File: src/verilog/szu_map.vh
`ifndef SZU_MAP_VH
`define SZU_MAP_VH
// register offsets on the local port
`define SZU_A_BUF 3'h0
`define SZU_A_CON 3'h1
`define SZU_A_CFG 3'h2
`define SZU_A_ADR 3'h3
`define SZU_A_ADM 3'h4
// serial_control_reg fields
`define SZU_C_SM0FE 7
`define SZU_C_SM1 6
`define SZU_C_SM2 5
`define SZU_C_REN 4
`define SZU_C_TB8 3
`define SZU_C_RB8 2
`define SZU_C_TI 1
`define SZU_C_RI 0
// serial_config_reg fields
`define SZU_G_M0X3 0
`define SZU_G_FESEL 1
`define SZU_G_M2FAST 2
`define SZU_G_SPI 3
`define SZU_G_CLKLAT 4
`define SZU_G_W 5
// reset values
`define SZU_CFG_RST 5'h10
`define SZU_ADR_RST 8'h00
`define SZU_ADM_RST 8'h00
`define SZU_TXSR_RST 11'h7ff
// sync mode half periods in system clocks (bit = 12 or 4 clocks)
`define SZU_M0_HALF_SLOW 3'h6
`define SZU_M0_HALF_FAST 3'h2
// async: 16 rate ticks per bit, sample in the middle
`define SZU_OVS_LAST 4'hf
`define SZU_OVS_MID 4'h7
// index of the last frame bit after the start bit
`define SZU_LAST_M1 4'h9
`define SZU_LAST_M23 4'ha
`endif

File: src/verilog/szu_uart.v
// Implementation choices: strobed register access and the register offsets.
`timescale 1ns/1ps
`include "szu_map.vh"

module szu_uart (
  input wire i_clk,
  input wire i_arst_n,
  input wire i_ce,
  input wire [2:0] i_addr,
  input wire [7:0] i_wdata,
  input wire i_wr,
  input wire i_rd,
  output wire [7:0] o_rdata,
  input wire i_tmr_ovf,
  input wire i_data_pin,
  input wire i_spi_miso,
  output wire o_data_pin,
  output wire o_data_pin_oe,
  output wire o_tx_clock_pin,
  output wire o_tx_done_flag,
  output wire o_rx_done_flag,
  output wire o_framing_error_flag
);

  localparam [1:0] TXS_IDLE = 2'b01;
  localparam [1:0] TXS_BUSY = 2'b10;
  localparam [2:0] RXS_IDLE = 3'b001;
  localparam [2:0] RXS_START = 3'b010;
  localparam [2:0] RXS_BITS = 3'b100;
  localparam [1:0] SHS_IDLE = 2'b01;
  localparam [1:0] SHS_RUN = 2'b10;

  function [3:0] szu_last;
    input [1:0] md;
    begin
      szu_last = (md == 2'd1) ? `SZU_LAST_M1 : `SZU_LAST_M23;
    end
  endfunction

  function szu_match;
    input [7:0] d;
    input [7:0] a;
    input [7:0] m;
    begin
      szu_match = (((d ^ a) & m) == 8'h00);
    end
  endfunction

  reg sm0_ff;
  reg sm1_ff;
  reg sm2_ff;
  reg ren_ff;
  reg tb8_ff;
  reg rb8_ff;
  reg ti_ff;
  reg ri_ff;
  reg fe_ff;
  reg [`SZU_G_W-1:0] cfg_ff;
  reg [7:0] adr_ff;
  reg [7:0] adm_ff;
  reg [7:0] rbuf_ff;
  reg [7:0] rdata_ff;
  reg [1:0] pre_ff;
  reg [1:0] tx_st_ff;
  reg [10:0] tx_sr_ff;
  reg [3:0] tx_tk_ff;
  reg [3:0] tx_bit_ff;
  reg [2:0] rx_st_ff;
  reg [9:0] rx_sr_ff;
  reg [3:0] rx_tk_ff;
  reg [3:0] rx_bit_ff;
  reg rxd_prev_ff;
  reg [1:0] sh_st_ff;
  reg sh_dir_ff;
  reg sh_ph_ff;
  reg [2:0] sh_div_ff;
  reg [2:0] sh_bit_ff;
  reg [7:0] sh_tx_ff;
  reg [7:0] sh_rx_ff;
  reg pin_d_ff;
  reg pin_oe_ff;
  reg pin_clk_ff;

  wire [1:0] mode = {sm0_ff, sm1_ff};
  wire is_sync = (mode == 2'd0);
  wire spi = cfg_ff[`SZU_G_SPI];
  wire fesel = cfg_ff[`SZU_G_FESEL];
  wire clk_idle = cfg_ff[`SZU_G_CLKLAT];
  wire buf_wr = i_wr & (i_addr == `SZU_A_BUF);
  wire con_wr = i_wr & (i_addr == `SZU_A_CON);
  wire cfg_wr = i_wr & (i_addr == `SZU_A_CFG);
  wire [3:0] last = szu_last(mode);

  // mode 2 prescaler: 16 ticks of 2 or 4 clocks give 1/32 or 1/64
  wire pre_hit = cfg_ff[`SZU_G_M2FAST] ? pre_ff[0] :
                 (pre_ff == 2'h3);
  // variable rate modes count timer overflow pulses
  wire tick = (mode == 2'd2) ? pre_hit : i_tmr_ovf;

  // async transmit timing
  wire tx_busy = (tx_st_ff == TXS_BUSY);
  wire tx_bit_end = tx_busy & tick & (tx_tk_ff == `SZU_OVS_LAST);
  wire tx_ti_set = tx_bit_end & (tx_bit_ff == last - 4'h1);

  // async receive: last sample completes the frame
  wire rx_mid = tick & (rx_tk_ff == `SZU_OVS_LAST);
  wire [9:0] rx_nx = {i_data_pin, rx_sr_ff[9:1]};
  wire rx_done = (rx_st_ff == RXS_BITS) & rx_mid &
                 (rx_bit_ff == last - 4'h1);
  wire m1 = (mode == 2'd1);
  wire [7:0] rx_byte = m1 ? rx_nx[8:1] : rx_nx[7:0];
  wire rx_b8 = m1 ? rx_nx[9] : rx_nx[8];
  wire rx_stop = rx_nx[9];
  // multiprocessor gating: modes 2 and 3 ignore data bytes and need an address match, mode 1 needs a valid stop bit
  wire rx_ok = ~sm2_ff | (m1 ? rx_stop :
               (rx_b8 & szu_match(rx_byte, adr_ff, adm_ff)));
  wire rx_take = rx_done & ~ri_ff & rx_ok;
  wire fe_set = rx_done & ~rx_stop;

  // sync / spi shift engine
  wire [2:0] half = cfg_ff[`SZU_G_M0X3] ? `SZU_M0_HALF_FAST :
                    `SZU_M0_HALF_SLOW;
  wire sh_run = (sh_st_ff == SHS_RUN);
  wire sh_half_end = sh_run & (sh_div_ff == half - 3'h1);
  wire sh_bit_end = sh_half_end & sh_ph_ff;
  wire sh_done = sh_bit_end & (sh_bit_ff == 3'h7);
  wire sh_sample = spi ? i_spi_miso : i_data_pin;
  wire sh_rx_on = ~sh_dir_ff | spi;
  wire sh_take = sh_done & sh_rx_on & ~ri_ff;
  wire sh_rx_start = ren_ff & ~ri_ff & ~spi;
  wire sh_go = is_sync & ~sh_run & (buf_wr | sh_rx_start);

  wire ti_set = tx_ti_set | (sh_done & (sh_dir_ff | spi));
  wire ri_set = rx_take | sh_take;

  // registers written by software
  always @(posedge i_clk or negedge i_arst_n) begin
    if (!i_arst_n) begin
      sm0_ff <= 1'b0;
      sm1_ff <= 1'b0;
      sm2_ff <= 1'b0;
      ren_ff <= 1'b0;
      tb8_ff <= 1'b0;
      cfg_ff <= `SZU_CFG_RST;
      adr_ff <= `SZU_ADR_RST;
      adm_ff <= `SZU_ADM_RST;
    end else if (i_ce) begin
      if (con_wr) begin
        if (!fesel) begin
          sm0_ff <= i_wdata[`SZU_C_SM0FE];
        end
        sm1_ff <= i_wdata[`SZU_C_SM1];
        sm2_ff <= i_wdata[`SZU_C_SM2];
        ren_ff <= i_wdata[`SZU_C_REN];
        tb8_ff <= i_wdata[`SZU_C_TB8];
      end
      if (cfg_wr) begin
        cfg_ff <= i_wdata[`SZU_G_W-1:0];
      end
      if (i_wr && i_addr == `SZU_A_ADR) begin
        adr_ff <= i_wdata;
      end
      if (i_wr && i_addr == `SZU_A_ADM) begin
        adm_ff <= i_wdata;
      end
    end
  end

  // flags: a hardware set wins over a software write in the same cycle
  always @(posedge i_clk or negedge i_arst_n) begin
    if (!i_arst_n) begin
      ti_ff <= 1'b0;
      ri_ff <= 1'b0;
      rb8_ff <= 1'b0;
      fe_ff <= 1'b0;
      rbuf_ff <= 8'h00;
    end else if (i_ce) begin
      ti_ff <= ti_set | (con_wr ? i_wdata[`SZU_C_TI] : ti_ff);
      ri_ff <= ri_set | (con_wr ? i_wdata[`SZU_C_RI] : ri_ff);
      // writing one to bit 7 leaves the error alone
      fe_ff <= fe_set | (fe_ff & ~(con_wr & fesel &
               ~i_wdata[`SZU_C_SM0FE]));
      if (rx_take) begin
        rbuf_ff <= rx_byte;
        rb8_ff <= rx_b8;
      end else if (sh_take) begin
        rbuf_ff <= {sh_sample, sh_rx_ff[7:1]};
      end else if (con_wr) begin
        rb8_ff <= i_wdata[`SZU_C_RB8];
      end
    end
  end

  // read port: data only in the cycle after the strobe
  always @(posedge i_clk or negedge i_arst_n) begin
    if (!i_arst_n) begin
      rdata_ff <= 8'h00;
    end else if (i_ce) begin
      if (!i_rd) begin
        rdata_ff <= 8'h00;
      end else begin
        case (i_addr)
          `SZU_A_BUF: rdata_ff <= rbuf_ff;
          `SZU_A_CON: rdata_ff <= {(fesel ? fe_ff : sm0_ff),
                        sm1_ff, sm2_ff, ren_ff, tb8_ff, rb8_ff,
                        ti_ff, ri_ff};
          `SZU_A_CFG: rdata_ff <= {{(8-`SZU_G_W){1'b0}}, cfg_ff};
          `SZU_A_ADR: rdata_ff <= adr_ff;
          `SZU_A_ADM: rdata_ff <= adm_ff;
          default: rdata_ff <= 8'h00;
        endcase
      end
    end
  end

  always @(posedge i_clk or negedge i_arst_n) begin
    if (!i_arst_n) begin
      pre_ff <= 2'h0;
    end else if (i_ce) begin
      pre_ff <= pre_ff + 2'h1;
    end
  end

  // async transmitter, independent of the receiver
  always @(posedge i_clk or negedge i_arst_n) begin
    if (!i_arst_n) begin
      tx_st_ff <= TXS_IDLE;
      tx_sr_ff <= `SZU_TXSR_RST;
      tx_tk_ff <= 4'h0;
      tx_bit_ff <= 4'h0;
    end else if (i_ce) begin
      case (tx_st_ff)
        TXS_IDLE: begin
          // a write while a frame runs is dropped: no transmit queue
          if (buf_wr && !is_sync) begin
            // ninth slot holds stop in mode 1, tb8 otherwise
            tx_sr_ff <= {1'b1, (m1 | tb8_ff), i_wdata,
                         1'b0};
            tx_tk_ff <= 4'h0;
            tx_bit_ff <= 4'h0;
            tx_st_ff <= TXS_BUSY;
          end
        end
        TXS_BUSY: begin
          if (tick) begin
            tx_tk_ff <= tx_tk_ff + 4'h1;
          end
          if (tx_bit_end) begin
            tx_sr_ff <= {1'b1, tx_sr_ff[10:1]};
            tx_bit_ff <= tx_bit_ff + 4'h1;
            if (tx_bit_ff == last) begin
              tx_st_ff <= TXS_IDLE;
            end
          end
        end
        default: tx_st_ff <= TXS_IDLE;
      endcase
    end
  end

  // async receiver with 16x oversampling
  always @(posedge i_clk or negedge i_arst_n) begin
    if (!i_arst_n) begin
      rx_st_ff <= RXS_IDLE;
      rx_sr_ff <= 10'h000;
      rx_tk_ff <= 4'h0;
      rx_bit_ff <= 4'h0;
      rxd_prev_ff <= 1'b1;
    end else if (i_ce) begin
      rxd_prev_ff <= i_data_pin;
      case (rx_st_ff)
        RXS_IDLE: begin
          if (!is_sync && ren_ff && rxd_prev_ff &&
              !i_data_pin) begin
            rx_tk_ff <= 4'h0;
            rx_st_ff <= RXS_START;
          end
        end
        RXS_START: begin
          if (tick) begin
            rx_tk_ff <= rx_tk_ff + 4'h1;
            if (rx_tk_ff == `SZU_OVS_MID) begin
              // a glitch shorter than half a bit is not a start
              if (i_data_pin) begin
                rx_st_ff <= RXS_IDLE;
              end else begin
                rx_tk_ff <= 4'h0;
                rx_bit_ff <= 4'h0;
                rx_st_ff <= RXS_BITS;
              end
            end
          end
        end
        RXS_BITS: begin
          if (tick) begin
            rx_tk_ff <= rx_tk_ff + 4'h1;
          end
          if (rx_mid) begin
            rx_sr_ff <= rx_nx;
            rx_bit_ff <= rx_bit_ff + 4'h1;
            if (rx_done) begin
              rx_st_ff <= RXS_IDLE;
            end
          end
        end
        default: rx_st_ff <= RXS_IDLE;
      endcase
    end
  end

  // sync mode 0 and spi master shift engine, half duplex on mode 0
  always @(posedge i_clk or negedge i_arst_n) begin
    if (!i_arst_n) begin
      sh_st_ff <= SHS_IDLE;
      sh_dir_ff <= 1'b0;
      sh_ph_ff <= 1'b0;
      sh_div_ff <= 3'h0;
      sh_bit_ff <= 3'h0;
      sh_tx_ff <= 8'h00;
      sh_rx_ff <= 8'h00;
    end else if (i_ce) begin
      case (sh_st_ff)
        SHS_IDLE: begin
          if (sh_go) begin
            // transmit wins when both could start
            sh_dir_ff <= buf_wr;
            sh_tx_ff <= buf_wr ? i_wdata : 8'hff;
            sh_ph_ff <= 1'b0;
            sh_div_ff <= 3'h0;
            sh_bit_ff <= 3'h0;
            sh_st_ff <= SHS_RUN;
          end
        end
        SHS_RUN: begin
          sh_div_ff <= sh_half_end ? 3'h0 : sh_div_ff + 3'h1;
          if (sh_half_end) begin
            sh_ph_ff <= ~sh_ph_ff;
          end
          if (sh_bit_end) begin
            // sample as the clock leaves its idle level
            sh_rx_ff <= {sh_sample, sh_rx_ff[7:1]};
            sh_tx_ff <= {1'b1, sh_tx_ff[7:1]};
            sh_bit_ff <= sh_bit_ff + 3'h1;
            if (sh_done) begin
              sh_st_ff <= SHS_IDLE;
            end
          end
        end
        default: sh_st_ff <= SHS_IDLE;
      endcase
    end
  end

  // pins, registered; they lag the engine state by one clock
  always @(posedge i_clk or negedge i_arst_n) begin
    if (!i_arst_n) begin
      pin_d_ff <= 1'b1;
      pin_oe_ff <= 1'b0;
      pin_clk_ff <= 1'b1;
    end else if (i_ce) begin
      if (is_sync) begin
        // active half first, back to idle for the second half
        pin_clk_ff <= sh_run ? (clk_idle ^ ~sh_ph_ff) :
                      clk_idle;
        pin_oe_ff <= sh_run & (sh_dir_ff | spi);
        pin_d_ff <= sh_run ? sh_tx_ff[0] : 1'b1;
      end else begin
        pin_clk_ff <= tx_sr_ff[0];
        pin_oe_ff <= 1'b0;
        pin_d_ff <= 1'b1;
      end
    end
  end

  assign o_rdata = rdata_ff;
  assign o_data_pin = pin_d_ff;
  assign o_data_pin_oe = pin_oe_ff;
  assign o_tx_clock_pin = pin_clk_ff;
  assign o_tx_done_flag = ti_ff;
  assign o_rx_done_flag = ri_ff;
  assign o_framing_error_flag = fe_ff;

endmodule

File: config.mk
export PLATFORM = sky130hd
export DESIGN_NAME = szu_uart
export DESIGN_NICKNAME = d
export VERILOG_FILES = /design/src/verilog/szu_uart.v
export VERILOG_INCLUDE_DIRS = /design/src /design/src/verilog
export SDC_FILE = /design/constraint.sdc
export NUM_CORES = 1
export LEC_CHECK = 0
export BUFFER_PORTS_ARGS = -buffer_cell sky130_fd_sc_hd__buf_4
export CORE_MARGIN = 3
export CORE_UTILIZATION = 60
export DETAILED_ROUTE_END_ITERATION = 8
export MAX_ROUTING_LAYER = met4
export PLACE_DENSITY = 0.89
export SYNTH_ARGS = -nofsm -noshare
export SYNTH_HDL_FRONTEND = slang
export SYNTH_SLANG_ARGS = --single-unit
File: constraint.sdc
create_clock -name i_clk -period 6.2 [get_ports i_clk]
set_input_delay 1.24 -clock i_clk [delete_from_list [all_inputs] [get_ports i_clk]]
set_output_delay 1.24 -clock i_clk [all_outputs]
set_load 0.05 [all_outputs]
### Word level (Yosys, flattened, before mapping)

Index checks and enable logic that the tools add are counted.
Widths: inputs -> output; s select.

| word-level totals | value |
|---|---|
| register bits after elaboration | 120 |

| operators by class | value |
|---|---|
| $add $sub $neg | 9 |
| equal/unequal tests | 38 |
| mux-type cells | 69 |
| bitwise operators | 50 |
| reductions and logical operators | 37 |

Operator list:

| kind | number |
|---|---|
| $mux 8 | 7 |
| $mux 4 | 12 |
| $pmux 8 s5 | 1 |
| $mux 3 | 10 |
| $and 1x1->1 | 27 |
| $pmux 4 s2 | 3 |
| $reduce_and 4->1 | 6 |
| $mux 11 | 2 |
| $ne 2x2->1 const B | 11 |
| $pmux 11 s2 | 1 |
| $mux 1 | 18 |
| $reduce_and 3->1 | 6 |
| $add 4x1->4 const B | 4 |
| $pmux 8 s2 | 1 |
| $mux 2 | 7 |
| $eq 4x4->1 | 3 |
| $pmux 3 s2 | 2 |
| $pmux 4 s3 | 1 |
| $reduce_and 6->1 | 2 |
| $ne 2x1->1 const B | 5 |
| $not 1->1 | 10 |
| $or 1x1->1 | 10 |
| $reduce_and 2->1 | 5 |
| $reduce_bool 2->1 | 5 |
| 25 further kinds | 44 |

### Depth between registers and ports, before layout

Gate-level depths: netlist of the first run.

| logic depth | value |
|---|---|
| depth after elaboration | 11 |
| mapped depth | 10 |
| gate-level depth less buffers | 9 |

### Worst setup path after synthesis of the first run

Ideal clock, no wire load.

| timing path | value |
|---|---|
| path type | input to register |
| from | in i_addr[0] |
| to | reg sh_tx_ff[5] |
| arrival | 3.171 ns |
| data required time | 6.075 ns |
| setup slack | 2.904 ns |
| stages | 9 |
| buffers on the path | 3 |
| cell sequence | buf_4 -> nor2_4 -> nand2_1 -> buf_2 -> a2111oi_0 -> o21ai_1 -> nor3_2 -> buf_4 -> mux2_2 |

| between the ends | value |
|---|---|
| cells in the longest elaborated chain, start to end | 6 |
| elaborated cells on any way between the ends | 9 |
| those cells by class | eq/ne: 1; mux: 3; bitwise: 3; reduce/logical: 2 |

Ends and longest elaborated chain:

| element | line | text |
|---|---|---|
| start, declared | szu_uart.v:9 | `input wire [2:0] i_addr,` |
| $logic_not 3->1 * | -- |  |
| $and 1x1->1 * | szu_uart.v:89 | `` wire buf_wr = i_wr & (i_addr == `SZU_A_BUF); `` |
| $or 1x1->1 | szu_uart.v:131 | `wire sh_go = is_sync & ~sh_run & (buf_wr \| sh_rx_start);` |
| $and 1x1->1 | szu_uart.v:131 |  |
| $ne 2x2->1 (no line) | -- |  |
| $reduce_and 4->1 (no line) | -- |  |
| end signal, assigned | szu_uart.v:327 | `sh_tx_ff <= buf_wr ? i_wdata : 8'hff;` |
| end signal, assigned | szu_uart.v:342 | `sh_tx_ff <= {1'b1, sh_tx_ff[7:1]};` |
| end, declared | szu_uart.v:78 | `reg [7:0] sh_tx_ff;` |

Mark *: on every way between the ends. The rest lies on a longest branch, timed or not. The select of a mux whose other input is x is not followed.
A chain may end at the register's enable or synchronous reset.

### Worst setup path in the final report of the first run

| timing path | value |
|---|---|
| from | reg sm1_ff |
| to | reg rb8_ff |

| between the ends | value |
|---|---|
| cells in the longest elaborated chain, start to end | 11 |
| elaborated cells on any way between the ends | 23 |
| those cells by class | add/sub: 1; eq/ne: 4; mux: 6; bitwise: 9; reduce/logical: 3 |

Ends and longest elaborated chain:

| element | line | text |
|---|---|---|
| start, declared | szu_uart.v:50 | `reg sm1_ff;` |
| start signal, assigned | szu_uart.v:152 | `` sm1_ff <= i_wdata[`SZU_C_SM1]; `` |
| branches (longest 11 deep; another with $sub 4x1->4) | -- |  |
| end signal, assigned | szu_uart.v:185 | `rb8_ff <= rx_b8;` |
| end signal, assigned | szu_uart.v:189 | `` rb8_ff <= i_wdata[`SZU_C_RB8]; `` |
| end, declared | szu_uart.v:54 | `reg rb8_ff;` |

Parallel ways; which one is timed is not known.

==> results.py, run 1 <==
metrics = {
    "floorplan": {
        "die_w_um": 107,
        "pin_count": 33,
        "core_area_sq_mm": 0.00982,
        "start_util_pct": 61.8,
        "die_h_um": 107,
        "die_area_sq_mm": 0.0114,
        "row_count": 36,
    },
    "logic_synthesis": {
        "synthArstFlopShare_pct": 100,
        "synth_top_area_share_pct": 41.2,
        "synth-seq-area-share_pct": 48.6,
        "ys_types": 59,
        "synth.ff_latch_count": 117,
        "yosys.area.top_type": "dfrtp_1",
        "synth-edff-count": 0,
        "synth_compound_area_share_pct": 13.6,
        "synthSimpleGateAreaFrac_pct": 15.1,
        "synthFlopType": "dfrtp_1",
        "avgSynthCellArea_sq_um": 10.2,
        "synth_area_sq_mm": 0.00607,
        "syn-num-nets": 627,
        "synthCells": 597,
        "netlist_top_cells_area": "dfrtp_1 (41%), mux2_2 (10%), dfstp_2 (7.4%), nand2_1 (5.3%), o21ai_0 (4.0%)",
        "synth_top_family_by_area": "simple AND/OR/NAND/NOR gates",
        "synth-warning-count": 0,
        "synth_mux_area_share_pct": 14.6,
        "synthXorXnorAreaFrac_pct": 2.02,
        "synth_fa_ha_area_share_pct": 2.27,
    },
    "timing": {
        "setup_viol": 0,
        "clock.fmax_ghz": 0.274,
        "period_needed_ns": 3.66,
        "rsz0062_at_grt": "false",
        "finalCritPeriodShare_pct": 59.0,
        "fin_setup_tns_ns": 0,
        "hold_viol_final": 0,
        "worst-slew-pin-transition_ns": 1.22,
        "maxSlewHeadroom_pct": 18.1,
        "clock_skew_ns": 0.0107,
        "hold_ws_ns": 0.483,
        "maxSlewViolCount": 0,
    },
    "power_and_ir_drop": {
        "p_seq_share_pct": 40.7,
        "power_mw": 2.60,
        "cell_internal_pwr_mw": 1.80,
        "switchingPower_mw": 0.800,
        "clockPowerShare_pct": 38.4,
        "power_switching_share_pct": 30.7,
        "power.leakage_nw": 3.09,
        "power_density_mw_per_mm2": 375,
        "combPwrFrac_pct": 20.9,
        "ir_drop_mv": 0.286,
    },
    "grt": {
        "grt_pass1_vias": 4812,
        "grt.overflow.total": 0,
        "grt_pass1_wl_um": 24800,
        "grt.total_usage_pct": 29.2,
        "antenna_found_initial": 0,
        "grt_max_degree": 68,
    },
    "clock_network": {
        "postCtsHoldBufs": 0,
        "ctsHtreeMaxLevel": 4,
        "cts.path.max_buffers": 2,
        "cts_buffers": 17,
        "clk_pin_slew_ns": 0.06,
        "tritoncts": "yes",
        "post_cts_buffers": 0,
        "ctsResizeCount": 0,
        "cts-root-buf": "clkbuf_8",
        "cts_sinks": 117,
        "clk_latency_ns": 0.53,
    },
    "placed_design": {
        "hpwl_um": 10100,
        "place_congestion": 0.986,
        "port_buffers": 32,
    },
    "finish": {
        "fillers": 704,
        "seqCellArea_sq_mm": 0.00295,
        "drive_above_1_share_pct": 23.1,
        "area_growth_syn_to_layout_pct": 14.2,
        "mostFrequentLayoutCell": "dfrtp_1",
        "layout_common_cells": "dfrtp_1 (100), nand2_1 (85), mux2_2 (56)",
        "antenna_cells": 0,
        "fin_util_pct": 70.6,
        "final_nets": 651,
        "multi_input_area_sq_mm": 0.00289,
    },
    "route": {
        "drtPass1Iterations": 5,
        "route.detailed.drc": 0,
        "drt_iter0_drc": 472,
        "num_vias": 4820,
        "wl_per_cell_um": 20.0,
        "ant_nets": 0,
        "vias_per_cell": 6.29,
        "totalWireLength_um": 15300,
    },
    "critical_path": {
        "cp.arrival_ns": 4.06,
        "crit_path_end_kind": "register",
        "crit_required_ns": 6.61,
        "cp_max_fo": 11,
        "start_kind": "register",
        "critical_path_class": "register to register",
    },
    "hold_path": {
        "hold_path_class": "register to register",
    },
    "run_status": {
        "status": "complete, no violations",
    },
    "job": {
        "drv_cap": 0,
    },
}
[flip-flops by register name, indices dropped and copies added (netlist names), 7 cells and up]
signal and flops:
adr_ff 8, rx_sr_ff 9, adm_ff 8, rbuf_ff 8
tx_sr_ff 10, sh_tx_ff 8, sh_rx_ff 7, o_rdata 8
[stage by stage]
step	area (sq um)	instances	worst slack (ns)
6_report	6930	766	2.54
5_1_grt	6930	766	2.31
4_1_cts	6930	766	2.58
3_5_place_dp	6330	735	2.31
3_3_place_gp	6330	735	2.49
2_1_floorplan	6070	597	2.90
[routing by layer]
layer	up-vias	share of wire (%)	GRT usage, %	wire length [um]
li1	2163	-	-	-
met1	2364	41	37.3	6290
met2	242	48	45.1	7310
met3	51	8.4	8.07	1290
met4	0	2.9	10.8	437
met5	-	0	-	0
[power groups by stage]
stage                     Clock, mW  Combinational, mW  Sequential, mW
after global placement            0              0.493            1.05
after floorplan                   0              0.385            1.05
final                         0.998              0.544            1.06
after CTS                     0.999              0.541            1.05
after global routing           1.04              0.597            1.07
after detailed placement          0              0.527            1.06
[critical path: stages (launching register included)]
cell and delay (ns):
dfrtp_1 0.46, nor2b_1 0.77, mux2i_1 0.34, xnor2_1 0.12, a2111oi_2 0.40, a31oi_1 0.22, nor2_2 0.55, mux2_2 0.42
mux2_4 0.27
[path summary, 6_finish.rpt]
kind,from,endpoint,slack (ns),cells past startpoint
worst max-delay path,sm1_ff,rb8_ff,2.54,8
max in group asynchronous,i_arst_n,sh_rx_ff[4],4.21,2
min in group asynchronous,i_arst_n,tx_tk_ff[0],0.82,1
worst max register to register,sm1_ff,rb8_ff,2.54,8
worst min register to register,tx_sr_ff[4],tx_sr_ff[4],0.48,2
worst min-delay path,tx_sr_ff[4],tx_sr_ff[4],0.48,2
[layout make-up]
cell class	count	share of cell area, %
clock inverter	9	1.81
timing repair buffer	34	3.68
sequential	117	42.6
clock buffer	22	6.82
multi-input combinational	431	41.7
inverter	20	1.08
tap	133	2.40
[cell usage after synthesis (2+ instances only)]
| cell type | n |
|---|---|
| a211oi_1 | 2 |
| a21o_1 | 4 |
| a21oi_1 | 21 |
| a22oi_1 | 21 |
| and3_1 | 3 |
| buf_2 | 2 |
| buf_4 | 3 |
| buf_6 | 5 |
| clkbuf_1 | 18 |
| dfrtp_1 | 100 |
| dfstp_2 | 17 |
| ha_1 | 11 |
| inv_1 | 20 |
| mux2_2 | 56 |
| mux2i_1 | 23 |
| nand2_1 | 85 |
| nand2b_1 | 3 |
| nand3_1 | 15 |
| nand3b_1 | 2 |
| nand4_1 | 6 |
| nor2_1 | 44 |
| nor2b_1 | 7 |
| nor3_1 | 11 |
| nor3b_1 | 2 |
| nor4_1 | 2 |
| o21ai_0 | 49 |
| o21ai_1 | 2 |
| o22a_1 | 6 |
| o2bb2ai_1 | 9 |
| o31ai_1 | 2 |
| or2b_1 | 2 |
| or3_1 | 4 |
| or4_1 | 2 |
| xnor2_1 | 7 |
| xor2_1 | 7 |
[cell families after synthesis]
kind of cell | after synthesis
simple gates | 197
compound gates | 128
flops | 117
mux | 81
buf+inv | 49
xor+xnor | 14
fa+ha+maj | 11
(Power assumes the default switching activity.)
==> run 2, diff against run 1 <==
clock period = 3.5 ns   (was 6.2 ns; I/O delays follow)
==> run 2 against run 1 <==
Count of clock-buffer cells in the layout increased by 5. Core utilization shrank 0.089 points. Cell count is 0.91% higher. Highest routed layer unchanged. Sequential cell count unchanged. Sequential share of layout area is 0.054 points higher. Via count rose by 0.81%. Routed wire length is 0.86% lower. Design area is 0.13% lower. Worst setup slack lost 2.0 ns. Combinational power increased by 82%.
==> results.py, run 2 (synthesis gave the netlist of run 1 again) <==
metrics = {
    "timing": {
        "setup_viol": 0,
        "fin_setup_tns_ns": 0,
        "period_needed_ns": 2.99,
        "clock.fmax_ghz": 0.335,
        "rsz0062_at_grt": "false",
        "finalCritPeriodShare_pct": 85.4,
        "clock_skew_ns": 0.00626,
        "maxSlewViolCount": 0,
        "hold_ws_ns": 0.267,
        "hold_viol_final": 0,
        "worst-slew-pin-transition_ns": 1.03,
        "maxSlewHeadroom_pct": 31.1,
    },
    "clock_network": {
        "ctsResizeCount": 0,
        "cts.path.max_buffers": 2,
        "cts_buffers": 17,
        "clk_latency_ns": 0.53,
        "tritoncts": "yes",
        "ctsHtreeMaxLevel": 4,
        "cts-root-buf": "clkbuf_8",
        "cts_sinks": 117,
        "post_cts_buffers": 0,
        "postCtsHoldBufs": 0,
        "clk_pin_slew_ns": 0.06,
    },
    "hold_path": {
        "hold_path_class": "primary input to asynchronous set/reset pin",
    },
    "grt": {
        "grt.overflow.total": 0,
        "antenna_found_initial": 0,
        "grt.total_usage_pct": 29.6,
        "grt_pass1_vias": 4938,
        "grt_pass1_wl_um": 25100,
        "grt_max_degree": 63,
    },
    "job": {
        "drv_cap": 0,
    },
    "route": {
        "route.detailed.drc": 0,
        "totalWireLength_um": 15200,
        "num_vias": 4859,
        "vias_per_cell": 6.29,
        "wl_per_cell_um": 19.7,
        "drtPass1Iterations": 5,
        "ant_nets": 0,
        "drt_iter0_drc": 584,
    },
    "critical_path": {
        "critical_path_class": "register to register",
        "critPathLaunch": "sm0_ff",
        "timing.rr.start": "sm0_ff",
        "crit_path_end_kind": "register",
        "cp_cell_sequence": "nand2b_1 -> mux2i_1 -> mux2i_1 -> a2111oi_2 -> a31oi_1 -> nor2_2 -> buf_4 -> mux2_2 -> mux2_4",
        "r2r_end": "rb8_ff",
        "cp_common_cell": "mux2i_1",
        "cp_max_fo": 11,
        "cpMaxStageDelayCell": "dfrtp_1",
        "crit_required_ns": 3.91,
        "cp_slowest_stage_delay_ns": 0.43,
        "r2r_cells": 9,
        "r2r_setup_slack_ns": 0.51,
        "start_kind": "register",
        "cp.arrival_ns": 3.39,
    },
    "floorplan": {
        "die_area_sq_mm": 0.0114,
        "core_area_sq_mm": 0.00982,
        "die_w_um": 107,
        "die_h_um": 107,
        "start_util_pct": 61.8,
        "pin_count": 33,
        "row_count": 36,
    },
    "finish": {
        "largest_register_ffs": 10,
        "finalNonFillerCells": 773,
        "area_growth_syn_to_layout_pct": 14.0,
        "regMostFlops": "tx_sr_ff",
        "drive_above_1_share_pct": 23.0,
        "mostFrequentLayoutCell": "dfrtp_1",
        "antenna_cells": 0,
        "final_nets": 657,
        "reg_top3": "tx_sr_ff: 10 flops, rx_sr_ff: 9 flops",
        "postLayoutCellArea_sq_mm": 0.00692,
        "fillers": 703,
        "layout_common_cells": "dfrtp_1 (100), nand2_1 (85), mux2_2 (56)",
    },
    "power_and_ir_drop": {
        "p_seq_share_pct": 42.2,
        "switchingPower_mw": 1.40,
        "clockPowerShare_pct": 35.5,
        "power_switching_share_pct": 31.5,
        "cell_internal_pwr_mw": 3.05,
        "combPwrFrac_pct": 22.3,
        "ir_drop_mv": 0.491,
        "power.leakage_nw": 3.10,
        "power_density_mw_per_mm2": 643,
    },
    "placed_design": {
        "dp_cells": 741,
        "place_congestion": 0.942,
        "hpwl_um": 10500,
        "port_buffers": 32,
        "place_area_sq_mm": 0.00639,
    },
    "run_status": {
        "status": "complete, no violations",
    },
}
## run 2: cell types whose count changed in the layout (fill, tap and decap cells not counted)
cell        before  now
clkbuf_1         1    7
buf_4           34   39
bufinv_16        3    1
clkinvlp_4       2    0
buf_12           0    1
clkbuf_8         5    4
## run 2: critical path: cells and delay by family (launching register included)
kind / cells / cell delay [ns]
buffers and inverters: 1 / 0.20
AOI/OAI and AO/OA: 2 / 0.59
DFF: 1 / 0.43
muxes: 4 / 1.09
and+or+nand+nor: 2 / 0.56
## run 2: through the flow
step / utilization [%] / setup slack [ns] / total power, mW
CTS: 70.5 / 0.558 / 4.44
finish: 70.5 / 0.512 / 4.45
global placement: 65.1 / 0.497 / 2.76
detailed placement: 65.1 / 0.506 / 2.84
floorplan: - / 0.744 / 2.54
global route: 70.5 / 0.350 / 4.65
## run 2: worst max path at each step
| stage | endpoint | slack [ns] | cells past startpoint |
|---|---|---|---|
| final | rb8_ff | 0.51 | 9 |
| after global placement | sh_tx_ff[0] | 0.50 | 8 |
| after global routing | rb8_ff | 0.35 | 9 |
| after floorplan | sh_tx_ff[5] | 0.74 | 9 |
| after detailed placement | sh_tx_ff[2] | 0.51 | 8 |
| after CTS | rb8_ff | 0.56 | 9 |
## run 2: cell type report
class                   count  area (sq um)  share of cell area [%]
clock buffers              27           482                    6.96
clock inverters             5          50.0                   0.723
inverters                  20          75.1                    1.08
multi-input cells         431          2890                    41.7
flip-flops and latches    117          2950                    42.6
well taps                 133           166                    2.40
repair buffers             40           313                    4.52
## run 2: power groups by stage
| stage | registers, mW | logic, mW | clock network (mW) |
|---|---|---|---|
| 4_1_cts | 1.87 | 0.983 | 1.59 |
| 6_report | 1.88 | 0.991 | 1.58 |
| 5_1_grt | 1.90 | 1.10 | 1.65 |
| 2_1_floorplan | 1.86 | 0.682 | 0 |
| 3_3_place_gp | 1.87 | 0.894 | 0 |
| 3_5_place_dp | 1.88 | 0.959 | 0 |
## run 2: routing by layer
metal | part of all wire [%] | up-vias | wire [um] | GRT usage [%]
li1 | - | 2172 | - | -
met5 | 0 | - | 0 | -
met2 | 46 | 259 | 7040 | 44.6
met3 | 7.6 | 65 | 1150 | 6.80
met4 | 4.4 | 0 | 665 | 14.3
met1 | 42 | 2363 | 6340 | 38.2
==> run 3, diff against run 2 <==
clock period = 3.7 ns   (was 3.5 ns; I/O delays follow)
==> run 3 against run 2 <==
Via count down 0.76%. Non-clock buffer count is 2 lower. Worst setup slack got worse by 0.019 ns. Design area rose by 1.2%. Register-to-register slack got worse by 0.02 ns. Sequential share of layout area shrank 0.49 points. Total power about the same. Routed wire length increased by 0.16%. Hold slack better by 0.033 ns. Core utilization is 0.82 points higher. Count of clock-buffer cells in the layout down 8. Cell count is 0.26% lower. Critical path type unchanged. Critical endpoint unchanged. Highest routed layer unchanged.
==> results.py, run 3 (synthesis gave the netlist of run 1 again) <==
metrics = {
    "route": {
        "ant_nets": 0,
        "drt_iter0_drc": 564,
        "drtPass1Iterations": 6,
        "route.detailed.drc": 0,
        "vias_per_cell": 6.25,
        "wl_per_cell_um": 19.7,
        "totalWireLength_um": 15200,
        "num_vias": 4822,
    },
    "clock_network": {
        "cts_sinks": 117,
        "clk_latency_ns": 0.52,
        "cts.path.max_buffers": 2,
        "post_cts_buffers": 0,
        "cts_buffers": 17,
        "clk_pin_slew_ns": 0.06,
        "cts-root-buf": "clkbuf_8",
        "ctsResizeCount": 0,
        "postCtsHoldBufs": 0,
        "ctsHtreeMaxLevel": 4,
        "tritoncts": "yes",
    },
    "grt": {
        "grt_pass1_vias": 4825,
        "grt.total_usage_pct": 29.2,
        "antenna_found_initial": 0,
        "grt_pass1_wl_um": 24900,
        "grt.overflow.total": 0,
        "grt_max_degree": 62,
    },
    "floorplan": {
        "pin_count": 33,
        "core_area_sq_mm": 0.00982,
        "die_area_sq_mm": 0.0114,
        "start_util_pct": 61.8,
        "row_count": 36,
        "die_w_um": 107,
        "die_h_um": 107,
    },
    "critical_path": {
        "crit_path_end_kind": "register",
        "crit_required_ns": 4.10,
        "critical_path_class": "register to register",
        "critPathLaunch": "sm1_ff",
        "start_kind": "register",
        "timing.rr.start": "sm1_ff",
        "cp.arrival_ns": 3.61,
        "cp_max_fo": 11,
    },
    "timing": {
        "rsz0062_at_grt": "false",
        "setup_viol": 0,
        "fin_setup_tns_ns": 0,
        "finalCritPeriodShare_pct": 86.7,
        "maxSlewHeadroom_pct": 30.6,
        "clock_skew_ns": 0.00671,
        "maxSlewViolCount": 0,
        "hold_viol_final": 0,
        "period_needed_ns": 3.21,
        "worst-slew-pin-transition_ns": 1.04,
        "clock.fmax_ghz": 0.312,
    },
    "finish": {
        "final_nets": 655,
        "reg_top3": "tx_sr_ff: 10 flops, rx_sr_ff: 9 flops",
        "layout_common_cells": "dfrtp_1 (100), nand2_1 (85), mux2_2 (56)",
        "area_growth_syn_to_layout_pct": 15.3,
        "regMostFlops": "tx_sr_ff",
        "drive_above_1_share_pct": 23.5,
        "finalNonFillerCells": 771,
        "largest_register_ffs": 10,
        "seqCellArea_sq_mm": 0.00295,
        "antenna_cells": 0,
        "fillers": 715,
        "multi_input_area_sq_mm": 0.00289,
        "mostFrequentLayoutCell": "dfrtp_1",
    },
    "power_and_ir_drop": {
        "power_density_mw_per_mm2": 635,
        "ir_drop_mv": 0.357,
        "power.leakage_nw": 3.12,
    },
    "placed_design": {
        "hpwl_um": 10400,
        "port_buffers": 32,
        "place_congestion": 0.949,
        "dp_cells": 739,
    },
    "job": {
        "drv_cap": 0,
    },
    "run_status": {
        "status": "complete, no violations",
    },
    "hold_path": {
        "hold_path_class": "primary input to asynchronous set/reset pin",
    },
}
## run 3: where the power goes
part | leakage, nW | switching, mW | internal [mW]
clock | 0.298 | 0.590 | 1.16
sequential | 1.42 | 0.232 | 1.55
combinational | 1.41 | 0.525 | 0.395
total | 3.12 | 1.35 | 3.10
## run 3: layer usage
layer	global-route usage [%]	vias to the layer above	wire length, um
met5	-	-	0
met4	11.2	0	551
met3	5.78	60	980
met2	46.1	217	7380
met1	37.8	2372	6310
li1	-	2173	-
## run 3: worst paths after layout
kind | slack (ns) | cells past startpoint | endpoint
max in group asynchronous | 2.57 | 2 | tx_sr_ff[2]
hold / removal | 0.30 | 1 | tx_tk_ff[0]
setup / recovery | 0.49 | 9 | rb8_ff
min in group i_clk | 0.48 | 2 | tx_sr_ff[3]
setup reg to reg | 0.49 | 9 | rb8_ff
hold reg to reg | 0.48 | 2 | tx_sr_ff[3]
## run 3: cell type report
type                       instances  share of cell area (%)
multi-input combinational        431                    41.2
inverter                          20                    1.07
sequential                       117                    42.1
clock inverter                    13                    2.93
timing repair buffer              38                    4.25
clock buffer                      19                    6.02
tap                              133                    2.38
## run 3: through the flow
step           power [mW]  utilization (%)  hold slack (ns)  setup WS, ns  instance area (sq um)
6_report             4.45             71.3            0.300         0.493                   7000
5_1_grt              4.65             71.3            0.343         0.346                   7000
4_1_cts              4.44             71.3            0.321         0.535                   7000
3_5_place_dp         2.69             64.9            0.474         0.471                   6370
3_3_place_gp         2.62             64.9            0.464         0.442                   6370
2_1_floorplan        2.40                -            0.438         0.904                   6070
## run 3: worst max-delay path, cell delays in order (launching register included)
cell and delay (ns):
dfrtp_1 0.44, nor2b_1 0.44, buf_4 0.25, mux2i_1 0.28
mux2i_1 0.13, a2111oi_2 0.21, a31oi_1 0.17, nor2_2 0.50
mux2_2 0.40, mux2_4 0.26
